`src/ckbz_pkg.sv`:
```
package ckbz_pkg;
    // register map of the cpu memory-manipulation port
    localparam logic [15:0] CKBZ_ADDR_SELECT = 16'hFF40;
    localparam logic [15:0] CKBZ_ADDR_DIRECTION = 16'hFF2E;
    localparam logic [15:0] CKBZ_ADDR_LATCH = 16'hFF0E;

    // reset values
    localparam logic [7:0] CKBZ_SELECT_RESET = 8'h00;
    localparam logic [7:0] CKBZ_DIRECTION_RESET = 8'hFF;
    localparam logic [7:0] CKBZ_LATCH_RESET = 8'h00;

    // field positions of the clock output select register
    localparam int CKBZ_BUZZER_ENABLE_BIT = 7;
    localparam int CKBZ_BUZZER_FREQ_HI = 6;
    localparam int CKBZ_BUZZER_FREQ_LO = 5;
    localparam int CKBZ_CLOCK_ENABLE_BIT = 4;
    localparam int CKBZ_CLOCK_SOURCE_HI = 3;
    localparam int CKBZ_CLOCK_SOURCE_LO = 0;

    // pin positions in the port direction and latch registers
    localparam int CKBZ_CLOCK_PIN = 0;
    localparam int CKBZ_BUZZER_PIN = 1;

    // clock source codes: 0..7 main clock / 2^n, 8 subsystem clock
    localparam logic [3:0] CKBZ_SOURCE_MAX_DIV = 4'h7;
    localparam logic [3:0] CKBZ_SOURCE_SUB = 4'h8;

    // buzzer divider exponent for code 00
    localparam logic [3:0] CKBZ_BUZZER_BASE_EXP = 4'hA;

    // divider counter width, enough for the 2^13 buzzer rate
    localparam int CKBZ_CNT_W = 14;
endpackage

```
`src/ckbz_top.sv`:
```
`timescale 1ns/1ps
`default_nettype none
module ckbz_top #(
    parameter int CNT_W = ckbz_pkg::CKBZ_CNT_W
) (
    // clock and reset
    input wire logic mclk,
    input wire logic sys_rst,
    // cpu memory-manipulation port
    input wire logic [15:0] cpu_addr,
    input wire logic cpu_wr,
    input wire logic cpu_bit,
    input wire logic [2:0] cpu_bit_idx,
    input wire logic [7:0] cpu_wdata,
    input wire logic cpu_rd,
    output logic [7:0] cpu_rdata,
    // subsystem clock pin
    input wire logic sub_clk,
    // clock output pin
    input wire logic clock_output_pin_in,
    output logic clock_output_pin_out,
    output logic clock_output_pin_oe_n,
    // buzzer pin
    input wire logic buzzer_pin_in,
    output logic buzzer_pin_out,
    output logic buzzer_pin_oe_n
);
    logic [7:0] clock_output_select;
    logic [7:0] port_direction;
    logic [7:0] port_latch;
    logic [2:0] pins_sync;
    logic clk_wave;
    logic clk_running;
    logic bz_wave;
    logic bz_running;

    initial begin
        if (CNT_W < 14) begin
            $error("ckbz_top: CNT_W must be at least 14");
        end
    end

    // address hit, used by every write and read path
    function automatic logic hit(input logic [15:0] a,
                                 input logic [15:0] reg_addr);
        hit = (a == reg_addr);
    endfunction

    // merge a byte write or a single-bit write into the old value
    function automatic logic [7:0] merge(input logic [7:0] old,
                                         input logic bit_op,
                                         input logic [2:0] idx,
                                         input logic [7:0] data);
        logic [7:0] res;
        res = old;
        if (bit_op) begin
            res[idx] = data[0];
        end else begin
            res = data;
        end
        merge = res;
    endfunction

    // write decode
    wire wr_select = cpu_wr & hit(cpu_addr, ckbz_pkg::CKBZ_ADDR_SELECT);
    wire wr_direction = cpu_wr & hit(cpu_addr, ckbz_pkg::CKBZ_ADDR_DIRECTION);
    wire wr_latch = cpu_wr & hit(cpu_addr, ckbz_pkg::CKBZ_ADDR_LATCH);

    wire [7:0] next_select =
        merge(clock_output_select, cpu_bit, cpu_bit_idx, cpu_wdata);
    wire [7:0] next_direction =
        merge(port_direction, cpu_bit, cpu_bit_idx, cpu_wdata);
    wire [7:0] next_latch =
        merge(port_latch, cpu_bit, cpu_bit_idx, cpu_wdata);

    // register file
    always_ff @(posedge mclk) begin
        if (sys_rst) begin
            clock_output_select <= ckbz_pkg::CKBZ_SELECT_RESET;
            port_direction <= ckbz_pkg::CKBZ_DIRECTION_RESET;
            port_latch <= ckbz_pkg::CKBZ_LATCH_RESET;
        end else begin
            if (wr_select) begin
                clock_output_select <= next_select;
            end
            if (wr_direction) begin
                port_direction <= next_direction;
            end
            if (wr_latch) begin
                port_latch <= next_latch;
            end
        end
    end

    // pin inputs and the subsystem clock cross into mclk here
    ckbz_sync2 #(
        .WIDTH(3)
    ) u_sync (
        .mclk(mclk),
        .sys_rst(sys_rst),
        .async_in({sub_clk, buzzer_pin_in, clock_output_pin_in}),
        .sync_out(pins_sync)
    );

    // field decode
    wire clk_en = clock_output_select[ckbz_pkg::CKBZ_CLOCK_ENABLE_BIT];
    wire [3:0] clk_src = clock_output_select[
        ckbz_pkg::CKBZ_CLOCK_SOURCE_HI:ckbz_pkg::CKBZ_CLOCK_SOURCE_LO];
    // prohibited codes leave the wave low rather than pick a stray rate
    wire clk_valid = (clk_src <= ckbz_pkg::CKBZ_SOURCE_MAX_DIV);
    wire clk_sub = (clk_src == ckbz_pkg::CKBZ_SOURCE_SUB);
    wire bz_en = clock_output_select[ckbz_pkg::CKBZ_BUZZER_ENABLE_BIT];
    wire [1:0] bz_code = clock_output_select[
        ckbz_pkg::CKBZ_BUZZER_FREQ_HI:ckbz_pkg::CKBZ_BUZZER_FREQ_LO];
    wire [3:0] bz_sel = ckbz_pkg::CKBZ_BUZZER_BASE_EXP + {2'b00, bz_code};

    // counter bit n toggles every 2^n cycles: main clock is mclk / 2
    ckbz_divider #(
        .CNT_W(CNT_W)
    ) u_clock_div (
        .mclk(mclk),
        .sys_rst(sys_rst),
        .en(clk_en),
        .sel(clk_src),
        .valid(clk_valid),
        .sub_sel(clk_sub),
        .sub_level(pins_sync[2]),
        .wave(clk_wave),
        .running(clk_running)
    );

    ckbz_divider #(
        .CNT_W(CNT_W)
    ) u_buzzer_div (
        .mclk(mclk),
        .sys_rst(sys_rst),
        .en(bz_en),
        .sel(bz_sel),
        .valid(1'b1),
        .sub_sel(1'b0),
        .sub_level(1'b0),
        .wave(bz_wave),
        .running(bz_running)
    );

    // read mux: a pin in input mode reads its synchronised level
    wire [7:0] pin_view = {port_latch[7:2],
        port_direction[ckbz_pkg::CKBZ_BUZZER_PIN] ? pins_sync[1]
            : port_latch[ckbz_pkg::CKBZ_BUZZER_PIN],
        port_direction[ckbz_pkg::CKBZ_CLOCK_PIN] ? pins_sync[0]
            : port_latch[ckbz_pkg::CKBZ_CLOCK_PIN]};
    wire [7:0] read_value =
        hit(cpu_addr, ckbz_pkg::CKBZ_ADDR_SELECT) ? clock_output_select
        : hit(cpu_addr, ckbz_pkg::CKBZ_ADDR_DIRECTION) ? port_direction
        : hit(cpu_addr, ckbz_pkg::CKBZ_ADDR_LATCH) ? pin_view
        : 8'h00;

    // latch ored with the wave: a set latch would mask the wave
    wire next_clock_pin = port_latch[ckbz_pkg::CKBZ_CLOCK_PIN] | clk_wave;
    wire next_buzzer_pin = port_latch[ckbz_pkg::CKBZ_BUZZER_PIN] | bz_wave;

    // pin and read-data flops
    always_ff @(posedge mclk) begin
        if (sys_rst) begin
            cpu_rdata <= 8'h00;
            clock_output_pin_out <= 1'b0;
            buzzer_pin_out <= 1'b0;
            clock_output_pin_oe_n <= 1'b1;
            buzzer_pin_oe_n <= 1'b1;
        end else begin
            cpu_rdata <= cpu_rd ? read_value : 8'h00;
            clock_output_pin_out <= next_clock_pin;
            buzzer_pin_out <= next_buzzer_pin;
            clock_output_pin_oe_n <=
                port_direction[ckbz_pkg::CKBZ_CLOCK_PIN];
            buzzer_pin_oe_n <=
                port_direction[ckbz_pkg::CKBZ_BUZZER_PIN];
        end
    end

    // helper: length of the current high phase of each wave
    logic [15:0] clk_high_len;
    logic [15:0] bz_high_len;
    always_ff @(posedge mclk) begin
        if (sys_rst) begin
            clk_high_len <= 16'h0000;
            bz_high_len <= 16'h0000;
        end else begin
            clk_high_len <= clk_wave ? clk_high_len + 16'h0001 : 16'h0000;
            bz_high_len <= bz_wave ? bz_high_len + 16'h0001 : 16'h0000;
        end
    end

    // helper: low phase length, and whether this run has had a high yet;
    // the first low after a start is one cycle longer and is not judged
    logic [15:0] clk_low_len;
    logic [15:0] bz_low_len;
    logic clk_had_high;
    logic bz_had_high;
    always_ff @(posedge mclk) begin
        if (sys_rst) begin
            clk_low_len <= 16'h0000;
            bz_low_len <= 16'h0000;
            clk_had_high <= 1'b0;
            bz_had_high <= 1'b0;
        end else begin
            clk_low_len <= clk_wave ? 16'h0000 : clk_low_len + 16'h0001;
            bz_low_len <= bz_wave ? 16'h0000 : bz_low_len + 16'h0001;
            clk_had_high <= clk_running & (clk_had_high | clk_wave);
            bz_had_high <= bz_running & (bz_had_high | bz_wave);
        end
    end

    a_select_reset: assert property (
        @(posedge mclk) sys_rst |=> (clock_output_select == 8'h00)
            && !clk_wave && !bz_wave)
        else $error("select register not cleared by reset");

    a_direction_reset: assert property (
        @(posedge mclk) sys_rst |=> (port_direction == 8'hFF)
            ##1 clock_output_pin_oe_n && buzzer_pin_oe_n)
        else $error("direction register not all ones after reset");

    a_byte_write: assert property (
        @(posedge mclk) disable iff (sys_rst)
        wr_select && !cpu_bit |=> clock_output_select == $past(cpu_wdata))
        else $error("byte write to select register lost");

    a_bit_write: assert property (
        @(posedge mclk) disable iff (sys_rst)
        wr_select && cpu_bit |=>
            clock_output_select[$past(cpu_bit_idx)] == $past(cpu_wdata[0]))
        else $error("bit write to select register lost");

    a_buzzer_halt: assert property (
        @(posedge mclk) disable iff (sys_rst)
        !bz_en && !bz_wave && !bz_running |=> !bz_wave[*3])
        else $error("buzzer wave moved while disabled");

    a_clock_halt: assert property (
        @(posedge mclk) disable iff (sys_rst)
        !clk_en && !clk_wave && !clk_running |=> !clk_wave[*3])
        else $error("clock wave moved while disabled");

    a_buzzer_rate: assert property (
        @(posedge mclk) disable iff (sys_rst)
        $fell(bz_wave) && $stable(bz_code) |->
            $past(bz_high_len) + 16'h0001 == (16'h0001 << bz_sel))
        else $error("buzzer high phase has wrong length");

    a_clock_rate: assert property (
        @(posedge mclk) disable iff (sys_rst)
        $fell(clk_wave) && clk_valid && $stable(clk_src) |->
            $past(clk_high_len) + 16'h0001 == (16'h0001 << clk_src))
        else $error("clock high phase has wrong length");

    a_clock_start: assert property (
        @(posedge mclk) disable iff (sys_rst)
        $rose(clk_running) |-> !clk_wave ##1 !clk_wave)
        else $error("clock output started in a high phase");

    a_clock_stop: assert property (
        @(posedge mclk) disable iff (sys_rst)
        clk_wave && !clk_en |-> clk_running)
        else $error("clock output cut during a high phase");

    a_pin_buffer: assert property (
        @(posedge mclk) disable iff (sys_rst)
        wr_direction && !cpu_bit ##1 !wr_direction |=>
            clock_output_pin_oe_n == $past(cpu_wdata[0], 2))
        else $error("pin buffer does not follow direction bit");

    a_oe_follow: assert property (
        @(posedge mclk) disable iff (sys_rst)
        1'b1 |=> buzzer_pin_oe_n ==
            $past(port_direction[ckbz_pkg::CKBZ_BUZZER_PIN]))
        else $error("buzzer pin buffer does not follow direction bit");

    a_clock_square: assert property (
        @(posedge mclk) disable iff (sys_rst)
        $rose(clk_wave) && clk_had_high && clk_valid && $stable(clk_src) |->
            $past(clk_low_len) + 16'h0001 == (16'h0001 << clk_src))
        else $error("clock low phase differs from its high phase");

    a_buzzer_square: assert property (
        @(posedge mclk) disable iff (sys_rst)
        $rose(bz_wave) && bz_had_high && $stable(bz_code) |->
            $past(bz_low_len) + 16'h0001 == (16'h0001 << bz_sel))
        else $error("buzzer low phase differs from its high phase");

    // a stopped divider with a clear latch must leave the pin low
    a_clock_pin_low: assert property (
        @(posedge mclk) disable iff (sys_rst)
        !clk_en && !clk_running && !port_latch[ckbz_pkg::CKBZ_CLOCK_PIN] |=>
            !clock_output_pin_out)
        else $error("clock pin not low while disabled");

    a_buzzer_pin_low: assert property (
        @(posedge mclk) disable iff (sys_rst)
        !bz_en && !bz_running && !port_latch[ckbz_pkg::CKBZ_BUZZER_PIN] |=>
            !buzzer_pin_out)
        else $error("buzzer pin not low while disabled");
endmodule
`default_nettype wire

```
`src/ckbz_sync2.sv`:
```
`timescale 1ns/1ps
`default_nettype none
module ckbz_sync2 #(
    parameter int WIDTH = 3
) (
    // clock and reset
    input wire logic mclk,
    input wire logic sys_rst,
    // asynchronous levels in, synchronised levels out
    input wire logic [WIDTH-1:0] async_in,
    output logic [WIDTH-1:0] sync_out
);
    logic [WIDTH-1:0] stage1;

    // stage1 feeds only the second flop
    always_ff @(posedge mclk) begin
        if (sys_rst) begin
            stage1 <= '0;
            sync_out <= '0;
        end else begin
            stage1 <= async_in;
            sync_out <= stage1;
        end
    end
endmodule
`default_nettype wire

```
`src/ckbz_divider.sv`:
```
`timescale 1ns/1ps
`default_nettype none
module ckbz_divider #(
    parameter int CNT_W = ckbz_pkg::CKBZ_CNT_W
) (
    // clock and reset
    input wire logic mclk,
    input wire logic sys_rst,
    // control
    input wire logic en,
    input wire logic [3:0] sel,
    input wire logic valid,
    input wire logic sub_sel,
    input wire logic sub_level,
    // output wave and run state
    output logic wave,
    output logic running
);
    logic [CNT_W-1:0] cnt;
    logic [CNT_W-1:0] next_cnt;
    logic src;
    logic next_running;

    initial begin
        if (CNT_W < 14) begin
            $error("ckbz_divider: CNT_W must be at least 14");
        end
    end

    // stopped divider is held at zero, so a start is in the low phase
    assign next_cnt = running ? cnt + 1'b1 : '0;
    assign src = sub_sel ? sub_level : (valid ? cnt[sel] : 1'b0);
    // start only while low; stop only once any high phase has ended
    assign next_running = running ? (en | src) : (en & ~src);

    always_ff @(posedge mclk) begin
        if (sys_rst) begin
            cnt <= '0;
            running <= 1'b0;
            wave <= 1'b0;
        end else begin
            cnt <= next_cnt;
            running <= next_running;
            wave <= running & src;
        end
    end
endmodule
`default_nettype wire

```
`config.mk`:
```
export PLATFORM = sky130hd
export DESIGN_NAME = ckbz_top
export DESIGN_NICKNAME = d
export VERILOG_FILES = /design/src/ckbz_pkg.sv /design/src/ckbz_top.sv /design/src/ckbz_sync2.sv /design/src/ckbz_divider.sv
export SDC_FILE = /design/constraint.sdc
export NUM_CORES = 1
export LEC_CHECK = 0
export BUFFER_PORTS_ARGS = -buffer_cell sky130_fd_sc_hd__buf_2
export CAP_MARGIN = 5
export CORE_UTILIZATION = 30
export DETAILED_ROUTE_END_ITERATION = 8
export MAX_ROUTING_LAYER = met4
export PLACE_DENSITY = 0.55
export SLEW_MARGIN = 10
export SYNTH_ARGS = -nofsm -noshare
export SYNTH_HDL_FRONTEND = slang
export SYNTH_HIERARCHICAL = 1
export SYNTH_SLANG_ARGS = --single-unit
```
`constraint.sdc`:
```
create_clock -name mclk -period 2.95 [get_ports mclk]
set_input_delay 0.1475 -clock mclk [delete_from_list [all_inputs] [get_ports mclk]]
set_output_delay 0.1475 -clock mclk [all_outputs]
set_load 0.05 [all_outputs]
```
==> impl_metrics.py, run 1 <==
metrics = {
    "logic_synthesis": {
        "ys_types": 54,
        "ys_ff_latch": 74,
        "synth_top_area_frac": 0.405,
        "synth.most_common_cell": "dfxtp_1",
        "synth-async-reset-ratio": 0,
        "ys.flop_type": "dfxtp_1",
        "synth-edff-count": 0,
        "yosys-top-cells-count": "dfxtp_1 (74), nor2_1 (43), nand2_1 (21)",
        "syn_area_per_cell_um2": 9.03,
        "yosysWarnings": 6,
        "synthesis.area_um2": 3660,
        "synth.area.top_cells": "dfxtp_1 (41%), nor2_1 (4.4%), mux2i_1 (3.8%), xnor2_1 (3.8%), mux2_2 (3.1%)",
        "yosysSeqAreaShare": 0.405,
        "syn_inst": 405,
        "yosys.area.top_type": "dfxtp_1",
    },
    "clock_tree": {
        "clock_latency_ns": 0.33,
        "h-tree-depth": 3,
        "numCtsBuffers": 9,
        "ctsRootBufferMaster": "clkbuf_16",
        "postCtsSetupBuffers": 0,
        "cts.clk_slew.worst_paths_ns": 0.06,
        "cts_tree": "built",
        "postCtsHoldBufs": 0,
        "clock-sinks": 74,
        "post_cts_resize_count": 0,
        "clock_path_buffers": 2,
    },
    "power_and_ir_drop": {
        "pwr-share-comb": 0.055,
        "switchingPower_uw": 502,
        "worst_ir_drop_vdd_mv": 0.254,
        "p_int_mw": 1.79,
        "pwr-share-seq": 0.439,
        "leakage_nw": 1.42,
        "p_clk_frac": 0.507,
        "power.density_nw_per_um2": 531,
        "swShare": 0.219,
    },
    "critical_path": {
        "critPathArrivalTime_ns": 2.06,
        "required_ns": 3.20,
        "r2r_start": "clock_output_select[6]",
        "crit_start": "clock_output_select[6]",
        "startpoint_type": "register",
        "crit_type": "reg2reg",
        "end_kind": "register",
        "path_max_fanout": 9,
    },
    "drt": {
        "drtAntennaViolNets": 0,
        "dr.pass1.iters": 4,
        "routed_wl_um": 8710,
        "vias": 3102,
        "wire_per_inst_um": 14.6,
        "routed_via_density": 5.20,
        "drc": 0,
        "detail_route.iter0.violations": 237,
    },
    "placement": {
        "place_congestion": 0.794,
        "portBuffers": 46,
        "dp_hpwl_um": 6240,
        "dpl_worst_slack_ns": 0.934,
    },
    "die": {
        "initial_core_util": 0.314,
        "core_um2": 11700,
        "die_h_um": 112,
        "fp.dieArea_um2": 12600,
        "io_pins": 47,
        "row_count": 39,
        "die_width_um": 112,
    },
    "hold_path": {
        "hold_class": "in2reg",
        "worstHoldStart": "clock_output_pin_in",
    },
    "timing": {
        "fin_ws_ns": 1.14,
        "setup_tns_ns": 0,
        "hold_violations": 0,
        "setup_viol": 0,
        "fin_crit_ns": 1.81,
        "slew_headroom": 0.395,
        "rsz0062_at_grt": "no",
        "finalCritPeriodShare": 0.612,
        "worst_pin_slew_ns": 0.900,
        "slew_viol_final": 0,
        "timing.fmax_ghz": 0.554,
        "skew_ns": 0.00501,
    },
    "layout": {
        "final-seq-area_um2": 1480,
        "drive_above_1_share": 0.185,
        "fillers": 1192,
        "nets": 485,
        "multiInputGateArea_um2": 2040,
        "syn_to_final_growth_pct": 18.0,
        "antenna_cells": 0,
    },
    "grt": {
        "overflow": 0,
        "grt_start_max_net_pins": 38,
        "antenna_found_initial": 0,
        "grt_pass1_wl_um": 14900,
        "grt_use_total": 0.153,
        "grt_pass1_vias": 2969,
    },
    "run_status": {
        "outcome": "finished, final reports clean",
    },
    "job": {
        "cap_violations": 0,
    },
}
-- layout by cell type (no fill, tap or decap), types with 5 or more instances in the layout --
cell,synthesis,layout
clkbuf_16,0,9
nand2b_1,8,8
nor3_1,6,6
xnor2_1,16,16
a21oi_1,12,12
nand3_1,18,18
dfxtp_1,74,74
a211oi_1,10,10
a211o_1,5,5
inv_1,16,16
buf_2,4,46
a32oi_1,8,8
a31oi_1,17,17
o21ai_0,10,10
nor4_1,9,9
nand2_1,21,21
nor2b_1,18,18
conb_1,2,9
nor2_1,43,43
mux2_2,10,10
mux2i_1,14,14
or3_1,5,5
nor4b_1,5,5
-- stage by stage --
stage / instances / area, um^2 / power (mW) / utilization / hold WS [ns]
4_1_cts: 596 / 4320 / 2.32 / 0.370 / 0.0134
3_3_place_gp: 580 / 4000 / 1.15 / 0.343 / 0.372
3_5_place_dp: 580 / 4000 / 1.15 / 0.343 / 0.367
2_1_floorplan: 412 / 3680 / 1.10 / - / 0.219
5_1_grt: 596 / 4320 / 2.38 / 0.370 / 0.0173
6_report: 596 / 4320 / 2.29 / 0.370 / 0.0226
-- routing by layer --
metal	share of wire	global-route usage	vias up
met5	0	-	-
met4	0.014	0.0587	0
met3	0.046	0.0378	11
met2	0.45	0.229	64
met1	0.49	0.198	1456
li1	-	-	1571
-- cell type report --
| cell class | count | share of cell area |
|---|---|---|
| multi-input combinational | 300 | 0.472 |
| sequential | 74 | 0.343 |
| timing repair buffer | 47 | 0.0551 |
| clock buffer | 9 | 0.0522 |
| tap | 143 | 0.0414 |
| clock inverter | 7 | 0.0217 |
| inverter | 16 | 0.0139 |
-- sequential cells by signal (all words and copies together), names as in the netlist, named ones only --
name	count
cpu_rdata	8
clock_output_pin_out	1
port_latch	8
clock_output_select	8
u_sync/sync_out	3
clock_output_pin_oe_n	1
u_buzzer_div/cnt	14
u_clock_div/wave	1
u_buzzer_div/wave	1
port_direction	8
buzzer_pin_out	1
u_clock_div/cnt	14
u_sync/stage1	3
buzzer_pin_oe_n	1
-- cells by family after synthesis --
| group | Yosys count | synth area share |
|---|---|---|
| AO/OA/AOI/OAI | 91 | 0.181 |
| buffers and inverters | 38 | 0.0445 |
| other | 2 | 0.00205 |
| multiplexers | 26 | 0.0814 |
| flip-flops | 74 | 0.405 |
| XOR/XNOR | 20 | 0.0479 |
| adder cells (fa/ha/maj) | 2 | 0.00684 |
| AND/OR/NAND/NOR | 152 | 0.232 |
-- path summary, 6_finish.rpt --
kind                                             end  slack [ns]  cells after the start
worst min register to register  clock_output_pin_out        0.44                      2
worst max register to register              register        1.14                      4
worst max-delay path                        register        1.14                      4
worst min-delay path                u_sync/stage1[0]        0.02                      2
-- worst max-delay path, cell delays in order (launching register included) --
cell and delay [ns]:
dfxtp_1 0.57, inv_1 0.21, o311a_1 0.40, a221oi_2 0.33
mux2i_1 0.21
-- power by group through the flow --
stage | Clock, mW | Combinational [mW] | Sequential [mW]
6_report | 1.16 | 0.125 | 1.00
4_1_cts | 1.19 | 0.125 | 1.00
3_5_place_dp | 0 | 0.124 | 1.03
3_3_place_gp | 0 | 0.123 | 1.03
2_1_floorplan | 0 | 0.0780 | 1.03
5_1_grt | 1.24 | 0.138 | 1.00
(Power assumes the default switching activity.)
==> run 2, diff against run 1 <==
==> constraint.sdc (replaced) <==
create_clock -name mclk -period 1.7 [get_ports mclk]
set_input_delay 0.085 -clock mclk [delete_from_list [all_inputs] [get_ports mclk]]
set_output_delay 0.085 -clock mclk [all_outputs]
set_load 0.05 [all_outputs]
==> impl_metrics.py, run 2 (synthesis gave the netlist of run 1 again) <==
metrics = {
    "power_and_ir_drop": {
        "total_power_mw": 3.86,
        "pwr-share-seq": 0.452,
        "p_int_mw": 3.01,
        "worst_ir_drop_vdd_mv": 0.502,
        "swShare": 0.219,
        "leakage_nw": 1.58,
        "power.density_nw_per_um2": 844,
        "switchingPower_uw": 845,
        "p_clk_frac": 0.485,
        "pwr-share-comb": 0.062,
    },
    "timing": {
        "slew_headroom": 0.668,
        "fin_crit_ns": 1.59,
        "finalCritPeriodShare": 0.933,
        "setup_viol": 0,
        "skew_ns": 0.00699,
        "hold_slack_ns": 0.0986,
        "worst_pin_slew_ns": 0.493,
        "timing.fmax_ghz": 0.631,
        "fin_ws_ns": 0.114,
        "hold_violations": 0,
        "setup_tns_ns": 0,
        "rsz0062_at_grt": "no",
        "slew_viol_final": 0,
    },
    "drt": {
        "dr.pass1.iters": 5,
        "routed_wl_um": 9080,
        "drc": 0,
        "detail_route.iter0.violations": 125,
        "wire_per_inst_um": 14.4,
        "drtAntennaViolNets": 0,
        "routed_via_density": 5.14,
        "vias": 3232,
    },
    "hold_path": {
        "hold_class": "in2reg",
    },
    "layout": {
        "layout_commonest_cell": "dfxtp_1",
        "fillers": 1165,
        "syn_to_final_growth_pct": 25.0,
        "drive_above_1_share": 0.239,
        "final_cells": 629,
        "reg_top3": "u_buzzer_div/cnt: 14 flops, u_clock_div/cnt: 14 flops",
        "utilization": 0.392,
        "final_area_um2": 4570,
        "final_cell_mix": "dfxtp_1 (72), buf_2 (46), nor2_1 (43)",
        "nets": 518,
        "antenna_cells": 0,
    },
    "grt": {
        "overflow": 0,
        "antenna_found_initial": 0,
        "grt_pass1_wl_um": 15300,
        "grt_use_total": 0.158,
        "grt_start_max_net_pins": 24,
        "grt_pass1_vias": 3087,
    },
    "critical_path": {
        "crit_top_cell": "mux2i_1",
        "required_ns": 1.96,
        "cpLargestDelayFamily": "multiplexers",
        "path_max_fanout": 9,
        "end_kind": "register",
        "crit_buf_inv": 0,
        "max_stage_delay_ns": 0.48,
        "startpoint_type": "register",
        "crit_type": "reg2reg",
        "slowest_stage": "mux4_2",
        "cp_cell_sequence": "mux2i_1 -> mux4_2 -> a221oi_2 -> mux2i_1",
        "critPathArrivalTime_ns": 1.85,
    },
    "run_status": {
        "outcome": "finished, final reports clean",
    },
    "clock_tree": {
        "cts.clk_slew.worst_paths_ns": 0.06,
        "ctsRootBufferMaster": "clkbuf_16",
        "clock_path_buffers": 2,
        "cts_tree": "built",
        "h-tree-depth": 3,
        "clock-sinks": 74,
        "clock_latency_ns": 0.33,
        "numCtsBuffers": 9,
    },
    "placement": {
        "place_congestion": 0.818,
        "dp_hpwl_um": 6730,
        "portBuffers": 46,
        "placed_cells": 610,
        "dpl_worst_slack_ns": -0.0307,
        "dpl_cell_area_um2": 4240,
    },
    "die": {
        "core_um2": 11700,
        "io_pins": 47,
        "die_h_um": 112,
        "fp.dieArea_um2": 12600,
        "die_width_um": 112,
        "row_count": 39,
        "initial_core_util": 0.314,
    },
    "job": {
        "cap_violations": 0,
    },
}
## run 2: final timing paths
path | cells after the start | slack (ns) | to | from
min reg2reg | 1 | 0.46 | u_sync/sync_out[2] | u_sync/stage1[2]
max | 4 | 0.11 | register | clock_output_select[2]
max reg2reg | 4 | 0.11 | register | clock_output_select[2]
min | 2 | 0.1 | u_sync/stage1[1] | sys_rst
## run 2: power groups by stage
stage / sequential, mW / clock [mW] / combinational [mW]
finish: 1.74 / 1.87 / 0.240
floorplan: 1.78 / 0 / 0.135
global placement: 1.78 / 0 / 0.230
global route: 1.74 / 1.98 / 0.263
CTS: 1.74 / 1.91 / 0.239
detailed placement: 1.78 / 0 / 0.232
## run 2: metal layers
metal,GRT usage,routed length [um],vias up
li1,-,-,1628
met3,0.0394,420,11
met4,0.0516,103,0
met5,-,0,-
met1,0.197,4370,1520
met2,0.249,4190,73
## run 2: what timing repair did
item,4_1_cts,5_1_grt
hold buffers,3,0
endpoints found under the hold margin,3,0
setup endpoints to repair,1,2
setup buffers,0,0
cloned,0,0
resized for setup,1,2
## run 2: area by class of cell
class	instances	area, um^2	area share
Timing Repair Buffer	80	505	0.111
Sequential cell	74	1480	0.325
Inverter	16	60.1	0.0131
Clock buffer	11	243	0.0531
Multi-Input combinational cell	300	2050	0.448
Clock inverter	5	53.8	0.0118
Tap cell	143	179	0.0391
## run 2: worst reg2reg max path, stage by stage, from the launching register on
cell	delay, ns
dfxtp_2	0.45
mux2i_1	0.10
mux4_2	0.48
a221oi_2	0.29
mux2i_1	0.20
